## src/logic/acs_pkg.sv

```systemverilog
// Shared constants and types for the converter serial timing block.
// Assumes a single 50 MHz core clock samples every pin of the host link.
package acs_pkg;

  localparam int CLK_PERIOD_NS = 20;

  // Conversion time window, measured from the detected start edge
  localparam int CONVERSION_TIME_MIN_NS = 300;
  localparam int CONVERSION_TIME_TYP_NS = 320;
  localparam int CONVERSION_TIME_MAX_NS = 350;
  localparam int CONV_MIN_CYC = (CONVERSION_TIME_MIN_NS + CLK_PERIOD_NS - 1) / CLK_PERIOD_NS;
  localparam int CONV_MAX_CYC = CONVERSION_TIME_MAX_NS / CLK_PERIOD_NS;
  localparam logic [4:0] CONV_LAST = 5'(CONV_MIN_CYC - 1);

  // Acquisition window per speed grade
  localparam int ACQ_FAST_NS = 325;
  localparam int ACQ_MID_NS = 770;
  localparam int ACQ_SLOW_NS = 1770;
  localparam logic [6:0] ACQ_FAST_CYC = 7'((ACQ_FAST_NS + CLK_PERIOD_NS - 1) / CLK_PERIOD_NS);
  localparam logic [6:0] ACQ_MID_CYC = 7'((ACQ_MID_NS + CLK_PERIOD_NS - 1) / CLK_PERIOD_NS);
  localparam logic [6:0] ACQ_SLOW_CYC = 7'((ACQ_SLOW_NS + CLK_PERIOD_NS - 1) / CLK_PERIOD_NS);

  // Host-side spacing figures the block relies on
  localparam int CYCLE_FAST_NS = 555;
  localparam int CYCLE_MID_NS = 1000;
  localparam int CYCLE_SLOW_NS = 2000;
  localparam int CONVERT_PULSE_WIDTH_NS = 10;
  localparam int QUIET_AFTER_CONVERT_NS = 200;
  localparam int QUIET_BEFORE_CONVERT_NS = 60;
  localparam int WRITE_SETUP_NS = 6;
  localparam int OUTPUT_RELEASE_DELAY_NS = 20;
  localparam int SCLK_MIN_CS_HI_PS = 9800;
  localparam int SCLK_MIN_CS_LO_PS = 12300;
  localparam int SCLK_MIN_DC_HI_NS = 20;
  localparam int SCLK_MIN_DC_LO_NS = 25;

  // Throughput limits, kSPS, chip-select mode
  localparam int TURBO_MIN_SCLK_MHZ = 71;
  localparam int TPUT_TURBO_KSPS = 1800;
  localparam int TPUT_TURBO_ST_100_KSPS = 1800;
  localparam int TPUT_TURBO_ST_80_KSPS = 1670;
  localparam int TPUT_PLAIN_100_KSPS = 1610;
  localparam int TPUT_PLAIN_80_KSPS = 1490;
  localparam int TPUT_PLAIN_ST_100_KSPS = 1470;
  localparam int TPUT_PLAIN_ST_80_KSPS = 1340;

  // Word sizes
  localparam int RESULT_W = 20;
  localparam int CFG_W = 16;
  localparam int CHAIN_DELAY = 20;
  localparam logic [4:0] RESULT_LAST = 5'(RESULT_W - 1);
  localparam logic [4:0] CFG_LAST = 5'(CFG_W - 1);

  localparam logic [1:0] GRADE_FAST = 2'h0;
  localparam logic [1:0] GRADE_MID = 2'h1;

  typedef struct packed {
    logic convert_start;
    logic serial_clk;
    logic serial_in_line;
  } acs_pins_t;

  typedef enum logic [0:0] {ST_IDLE, ST_CONV} acs_state_t;

endpackage : acs_pkg

```

## src/logic/acs_core.sv

```systemverilog
// Conversion sequencing and serial readout of a 20-bit converter.
// Assumes host pins are asynchronous and sampled by the 50 MHz core clock;
// the analog result arrives on i_conv_result in the core domain.
// Function
// - Finish conversion 300 to 350 ns after start
// - Leave acquisition window per speed grade
// - Chip-select mode releases output on select high or end
// - Select low drives output, MSB first
// - Advance output bit on clock falling edge
// - Daisy-chain mode releases output on start rise
// - Turbo throughput 1.80 or 1.67 MSPS
// - Plain throughput 1.61/1.49, 1.47/1.34 MSPS
// - Serial input level at start picks mode
// - Daisy chain delays input 20 clocks
`timescale 1ns/10ps
`default_nettype none
module acs_core
  import acs_pkg::*;
(
  input wire logic i_core_clk,
  input wire logic i_rstn,
  input wire logic i_ce,
  input wire logic i_convert_start,
  input wire logic i_serial_clk,
  input wire logic i_serial_in_line,
  input wire logic [1:0] i_speed_grade,
  input wire logic [RESULT_W-1:0] i_conv_result,
  output logic o_serial_out_line,
  output logic o_serial_out_oe,
  output logic o_conv_busy,
  output logic o_data_ready,
  output logic o_acq_ready,
  output logic o_daisy_mode,
  output logic [CFG_W-1:0] o_cfg_word,
  output logic o_cfg_valid
);

  acs_pins_t pin_async;
  acs_pins_t pin_s;
  acs_pins_t pin_p_q;

  assign pin_async = '{convert_start: i_convert_start, serial_clk: i_serial_clk,
                       serial_in_line: i_serial_in_line};

  acs_sync #(.W($bits(acs_pins_t))) u_sync (
    .i_core_clk(i_core_clk),
    .i_rstn(i_rstn),
    .i_ce(i_ce),
    .i_async(pin_async),
    .o_sync(pin_s)
  );

  acs_state_t state_q;
  logic [4:0] conv_cnt_q;
  logic [6:0] acq_cnt_q;
  logic [RESULT_W-1:0] result_q;
  logic [RESULT_W-1:0] shift_q;
  logic [4:0] bit_cnt_q;
  logic read_done_q;
  logic chain_bit_q;
  logic [CFG_W-1:0] wr_q;
  logic [4:0] wr_cnt_q;

  // Edge detection on synchronised levels
  wire start_rise = pin_s.convert_start & ~pin_p_q.convert_start;
  wire sclk_rise = pin_s.serial_clk & ~pin_p_q.serial_clk;
  wire sclk_fall = ~pin_s.serial_clk & pin_p_q.serial_clk;
  wire idle = (state_q == ST_IDLE);
  wire conv_end = (state_q == ST_CONV) && (conv_cnt_q == CONV_LAST);
  wire cs_select = ~pin_s.convert_start | ~pin_s.serial_in_line;
  wire cs_drive = idle && !o_daisy_mode && cs_select && !read_done_q && !start_rise;
  wire dc_drive = idle && o_daisy_mode && !start_rise;
  wire shift_en = sclk_fall && (cs_drive || dc_drive);
  wire last_bit = shift_en && !o_daisy_mode && (bit_cnt_q == RESULT_LAST);
  wire wr_en = idle && !o_daisy_mode && !pin_s.convert_start && sclk_rise;
  wire [6:0] acq_goal = (i_speed_grade == GRADE_FAST) ? ACQ_FAST_CYC :
                        (i_speed_grade == GRADE_MID) ? ACQ_MID_CYC : ACQ_SLOW_CYC;
  wire [RESULT_W-1:0] shift_next = {shift_q[RESULT_W-2:0], o_daisy_mode & chain_bit_q};

  always_ff @(posedge i_core_clk or negedge i_rstn) begin
    if (!i_rstn) begin
      pin_p_q <= '0;
    end else if (i_ce) begin
      pin_p_q <= pin_s;
    end
  end

  // Conversion sequencer
  // short fixed conversion
  always_ff @(posedge i_core_clk or negedge i_rstn) begin
    if (!i_rstn) begin
      state_q <= ST_IDLE;
      conv_cnt_q <= 5'h00;
      o_conv_busy <= 1'b0;
      o_data_ready <= 1'b0;
      o_daisy_mode <= 1'b0;
      result_q <= '0;
    end else if (i_ce) begin
      case (state_q)
        ST_IDLE: begin
          if (start_rise) begin
            o_daisy_mode <= ~pin_s.serial_in_line;
            state_q <= ST_CONV;
            conv_cnt_q <= 5'h00;
            o_conv_busy <= 1'b1;
            o_data_ready <= 1'b0;
          end
        end
        ST_CONV: begin
          if (conv_end) begin
            result_q <= i_conv_result;
            state_q <= ST_IDLE;
            o_conv_busy <= 1'b0;
            o_data_ready <= 1'b1;
          end else begin
            conv_cnt_q <= conv_cnt_q + 5'h01;
          end
        end
        default: state_q <= ST_IDLE;
      endcase
    end
  end

  always_ff @(posedge i_core_clk or negedge i_rstn) begin
    if (!i_rstn) begin
      acq_cnt_q <= 7'h00;
      o_acq_ready <= 1'b1;
    end else if (i_ce) begin
      if (conv_end) begin
        acq_cnt_q <= 7'h00;
        o_acq_ready <= 1'b0;
      end else if (idle && !o_acq_ready) begin
        acq_cnt_q <= acq_cnt_q + 7'h01;
        o_acq_ready <= (acq_cnt_q + 7'h01 >= acq_goal);
      end
    end
  end

  // Output shifter
  always_ff @(posedge i_core_clk or negedge i_rstn) begin
    if (!i_rstn) begin
      shift_q <= '0;
      bit_cnt_q <= 5'h00;
      read_done_q <= 1'b1;
      chain_bit_q <= 1'b0;
      o_serial_out_line <= 1'b0;
      o_serial_out_oe <= 1'b0;
    end else if (i_ce) begin
      // chain data captured on rising edge
      if (sclk_rise) begin
        chain_bit_q <= pin_s.serial_in_line;
      end
      if (conv_end) begin
        shift_q <= i_conv_result;
        bit_cnt_q <= 5'h00;
        read_done_q <= 1'b0;
        o_serial_out_line <= i_conv_result[RESULT_W-1];
      end else if (shift_en) begin
        // advance on falling edge; chain input shifts through in daisy mode, zero shifts in otherwise
        shift_q <= shift_next;
        bit_cnt_q <= bit_cnt_q + 5'h01;
        o_serial_out_line <= shift_next[RESULT_W-1];
        if (last_bit) begin
          read_done_q <= 1'b1;
        end
      end
      // release on select high or after last bit in chip-select mode; on start rise
      // drive while selected, MSB already on the line
      o_serial_out_oe <= (cs_drive || dc_drive) && !last_bit && !conv_end;
    end
  end

  // Configuration word write
  always_ff @(posedge i_core_clk or negedge i_rstn) begin
    if (!i_rstn) begin
      wr_q <= '0;
      wr_cnt_q <= 5'h00;
      o_cfg_word <= '0;
      o_cfg_valid <= 1'b0;
    end else if (i_ce) begin
      o_cfg_valid <= 1'b0;
      if (start_rise) begin
        wr_cnt_q <= 5'h00;
      end else if (wr_en) begin
        wr_q <= {wr_q[CFG_W-2:0], pin_s.serial_in_line};
        if (wr_cnt_q == CFG_LAST) begin
          o_cfg_word <= {wr_q[CFG_W-2:0], pin_s.serial_in_line};
          o_cfg_valid <= 1'b1;
          wr_cnt_q <= 5'h00;
        end else begin
          wr_cnt_q <= wr_cnt_q + 5'h01;
        end
      end
    end
  end
endmodule : acs_core
`default_nettype wire

```

## src/logic/acs_sync.sv

```systemverilog
// Two-flop synchroniser for a group of pin levels.
// Assumes inputs are asynchronous to the core clock; freezes when i_ce is low.
`timescale 1ns/10ps
`default_nettype none
module acs_sync #(
  parameter int W = 3
) (
  input wire logic i_core_clk,
  input wire logic i_rstn,
  input wire logic i_ce,
  input wire logic [W-1:0] i_async,
  output logic [W-1:0] o_sync
);
  logic [W-1:0] meta_q;
  logic [W-1:0] sync_q;

  always_ff @(posedge i_core_clk or negedge i_rstn) begin
    if (!i_rstn) begin
      meta_q <= '0;
      sync_q <= '0;
    end else if (i_ce) begin
      meta_q <= i_async;
      sync_q <= meta_q;
    end
  end

  assign o_sync = sync_q;

endmodule : acs_sync
`default_nettype wire
```

## config.mk

```make
export PLATFORM = sky130hd
export DESIGN_NAME = acs_core
export DESIGN_NICKNAME = d
export VERILOG_FILES = /design/src/logic/acs_pkg.sv /design/src/logic/acs_core.sv /design/src/logic/acs_sync.sv
export SDC_FILE = /design/constraint.sdc
export NUM_CORES = 1
export LEC_CHECK = 0
export BUFFER_PORTS_ARGS = -buffer_cell sky130_fd_sc_hd__buf_2
export CAP_MARGIN = 5
export CORE_ASPECT_RATIO = 0.75
export CORE_MARGIN = 2
export CORE_UTILIZATION = 50
export CTS_CLUSTER_SIZE = 28
export DETAILED_ROUTE_END_ITERATION = 12
export PLACE_DENSITY = 0.72
export SYNTH_ARGS = -nofsm -noshare
export SYNTH_HDL_FRONTEND = slang
export SYNTH_HIERARCHICAL = 1
export SYNTH_SLANG_ARGS = --single-unit
```

## constraint.sdc

```tcl
create_clock -name i_core_clk -period 6.2 [get_ports i_core_clk]
set_input_delay 0.62 -clock i_core_clk [delete_from_list [all_inputs] [get_ports i_core_clk]]
set_output_delay 0.62 -clock i_core_clk [all_outputs]
set_load 0.05 [all_outputs]
```

==> summary.txt <==
Via count -> 2983
Clock Skew -> 0.0107 ns
Clock root buffer -> clkbuf_16
Startpoint types -> input port
Antenna violations before repair -> 0
Worst slew margin -> 20.7%
I/O Pins -> 51
Final critical-path required period -> 2.89 ns
H-Tree Level Count -> 3
Crit path max fanout -> 27
Overall routed net length -> 8040 µm
Cell leakage power -> 2.48 nW
Starting DRT DRC Count -> 147
Cells after synthesis -> 392
Hold buffer count at cts -> 0
Max Cap Violations -> 0
Crit path required time -> 6.42 ns
DP HPWL -> 5340 µm
Slowest stage delay, CP -> 0.80 ns
Setup TNS -> 0 ns
Post-synth EDFFs -> 0
Cell Chain, Critical Path -> buf_2 > nand2b_1 > or2_1 > or3_1 > mux2_4
Via/cell ratio -> 5.46
GRT Overall Usage -> 18.9%
Final setup vio count -> 0
Mean routed wirelength per cell -> 14.7 µm
I/O Buffers -> 50
Worst-path clk slew -> 0.06 ns
Die width -> 110 µm
Vias in the first global route -> 2846
Area grow syn2layout -> 14.0%
Drt drc -> 0
Crit-path leading delay family -> simple AND/OR/NAND/NOR gates
Antenna viol nets, final -> 0
Slew @ Worst Pin -> 1.19 ns
Worst setup margin -> 3.31 ns
Total CTS buffers -> 9
Filler cell count -> 707
Post-synthesis sequential element count -> 90
First-pass GRT wire length -> 13700 µm
Syn Area/Cell -> 10.8 µm²
Standard-cell rows -> 29
DR pass1 iterations -> 4
R2R Path Start -> o_daisy_mode
Fmax -> 346 MHz
Post-CTS resize count -> 0
Core Region -> 8350 µm²
Fin. Hold Viols -> 0
Nets -> 472
Top cell type's share of synthesized area -> 52.1%
Slowest-stage cell, CP -> or3_1
Max-slew violation count -> 0
Layout cells sized above 1 -> 21.9%
Synth top area cells -> dfrtp_1 52%, mux2_4 5.3%, nand2_1 5.1%
Antenna cells -> 0
Ys Warns -> 6
Crit. End Element -> flop
Most instantiated cells after synthesis -> 88 x dfrtp_1, 57 x nand2_1, 34 x o21ai_0
CTS tree -> built
Arr. time, crit path -> 3.11 ns
Power per Cell Area -> 341 nW/µm²
Largest net degree at the start of global routing -> 89
Crit path kind -> input port to flop
Unrepaired setup endpoints after global routing -> no
Sum of buffers and inverters on the critical path -> 1
Post-synth ARST share -> 100%
VDD IR max -> 176 µV
FF-to-FF setup slack -> 3.36 ns
Initial core utilization -> 50.6%
Final Wtd Congestion -> 0.791
Area leader, netlist -> dfrtp_1
Top FF cell, synth -> dfrtp_1
Sequential fraction of the synthesis area -> 53.4%
Die Y-Extent -> 83.6 µm
Status -> finished clean
Cell variety after synth -> 46
Postcts setup bufs -> 0
R2R cell count -> 4
Syn Nets -> 431
Worst hold path type -> input port to asynchronous set/reset pin
Clock Sinks -> 90
Period Utilization, post-route -> 46.7%
Reg-to-reg endpoint -> o_cfg_word[7]
Count leader, synth -> dfrtp_1
Post-synthesis cell area -> 4220 µm²
Clock Tree Buf Depth -> 2
Clock Latency Late Sink -> 0.34 ns
Total congestion overflow -> 0
Die ar. -> 9210 µm²
Pre-CTS setup slack -> 2.96 ns
==> layout by cell type (no fill, tap or decap), drive strengths merged, types with 2 or more instances in the layout <==
cell / netlist / layout
xor2: 3 / 3
mux2i: 20 / 20
inv: 11 / 12
ha: 11 / 11
o221ai: 2 / 2
nand2b: 4 / 4
o31ai: 5 / 5
nor2: 14 / 14
mux2: 24 / 24
nor3: 2 / 2
or3: 4 / 4
a21o: 2 / 2
and2: 4 / 4
buf: 7 / 52
nor2b: 5 / 5
a22o: 5 / 5
dfstp: 2 / 2
and3: 2 / 2
a31oi: 4 / 4
o2111ai: 2 / 2
or4: 2 / 2
nand3: 29 / 29
o21ai: 34 / 34
nand2: 57 / 57
a21oi: 15 / 15
xnor2: 3 / 3
clkbuf: 15 / 10
dfrtp: 88 / 88
clkinvlp: 0 / 3
o211ai: 2 / 2
==> registers in the layout, indices dropped and copies added, names as in the netlist <==
signal,cells
acq_cnt_q,7
bit_cnt_q,5
chain_bit_q,1
conv_cnt_q,5
o_acq_ready,1
o_cfg_valid,1
o_cfg_word,16
o_conv_busy,1
o_daisy_mode,1
o_data_ready,1
o_serial_out_line,1
o_serial_out_oe,1
pin_p_q,2
read_done_q,1
shift_q,19
state_q,1
u_sync/meta_q,3
u_sync/o_sync,3
wr_cnt_q,5
wr_q,15
==> report_power, final <==
group	internal (W)	switching (W)
Combinational	0.000153	0.000195
Clock	0.000313	0.000222
Sequential	0.000666	0.0000926
==> per-stage QoR <==
step	std cells	cell area (µm²)	util [%]	hold slack (ns)	power, W
final	546	4820	57.7	0.0611	0.00164
after global routing	546	4820	57.7	0.0511	0.00174
after CTS	546	4820	57.7	0.0542	0.00165
after detailed placement	530	4520	54.2	0.411	0.00112
after global placement	530	4520	54.2	0.411	0.00110
after floorplan	392	4220	-	0.324	0.00102
==> final cells by class <==
| cell class | instances | area [µm²] | area share, % |
|---|---|---|---|
| Clock buffer | 10 | 229 | 4.75 |
| Clock inverter | 6 | 66.3 | 1.38 |
| Multi-Input combinational cell | 269 | 1820 | 37.8 |
| Timing Repair Buffer | 52 | 268 | 5.56 |
| Sequential cell | 90 | 2250 | 46.8 |
| Tap cell | 108 | 135 | 2.81 |
| Inverter | 11 | 41.3 | 0.857 |
==> per-layer routing <==
| metal | global-route usage, % | vias to the layer above | share of wire [%] |
|---|---|---|---|
| met5 | 0 | - | 0 |
| met4 | 4.77 | 0 | 0.90 |
| met3 | 5.31 | 8 | 5.1 |
| met2 | 28.7 | 59 | 46 |
| met1 | 27.0 | 1452 | 48 |
| li1 | - | 1464 | - |
==> worst max-delay path by stage <==
stage,to,slack (ns),start,depth (start not counted)
after floorplan,o_cfg_word[10],3.58,o_daisy_mode,7
after global placement,o_cfg_word[9],3.09,i_ce,5
after detailed placement,o_cfg_word[8],2.96,i_ce,5
after CTS,o_cfg_word[7],3.32,i_ce,5
after global routing,o_cfg_word[7],3.15,i_ce,5
final,o_cfg_word[7],3.31,i_ce,5
==> cells by family after synthesis <==
family | after synthesis | synth area share (%)
buffers and inverters | 33 | 3.64
AND/OR/NAND/NOR | 130 | 14.6
flip-flops | 90 | 53.4
adder cells (fa/ha/maj) | 11 | 3.26
XOR/XNOR | 6 | 1.24
multiplexers | 44 | 12.5
AO/OA/AOI/OAI | 78 | 11.4
Power figures use the tool's default switching activity.
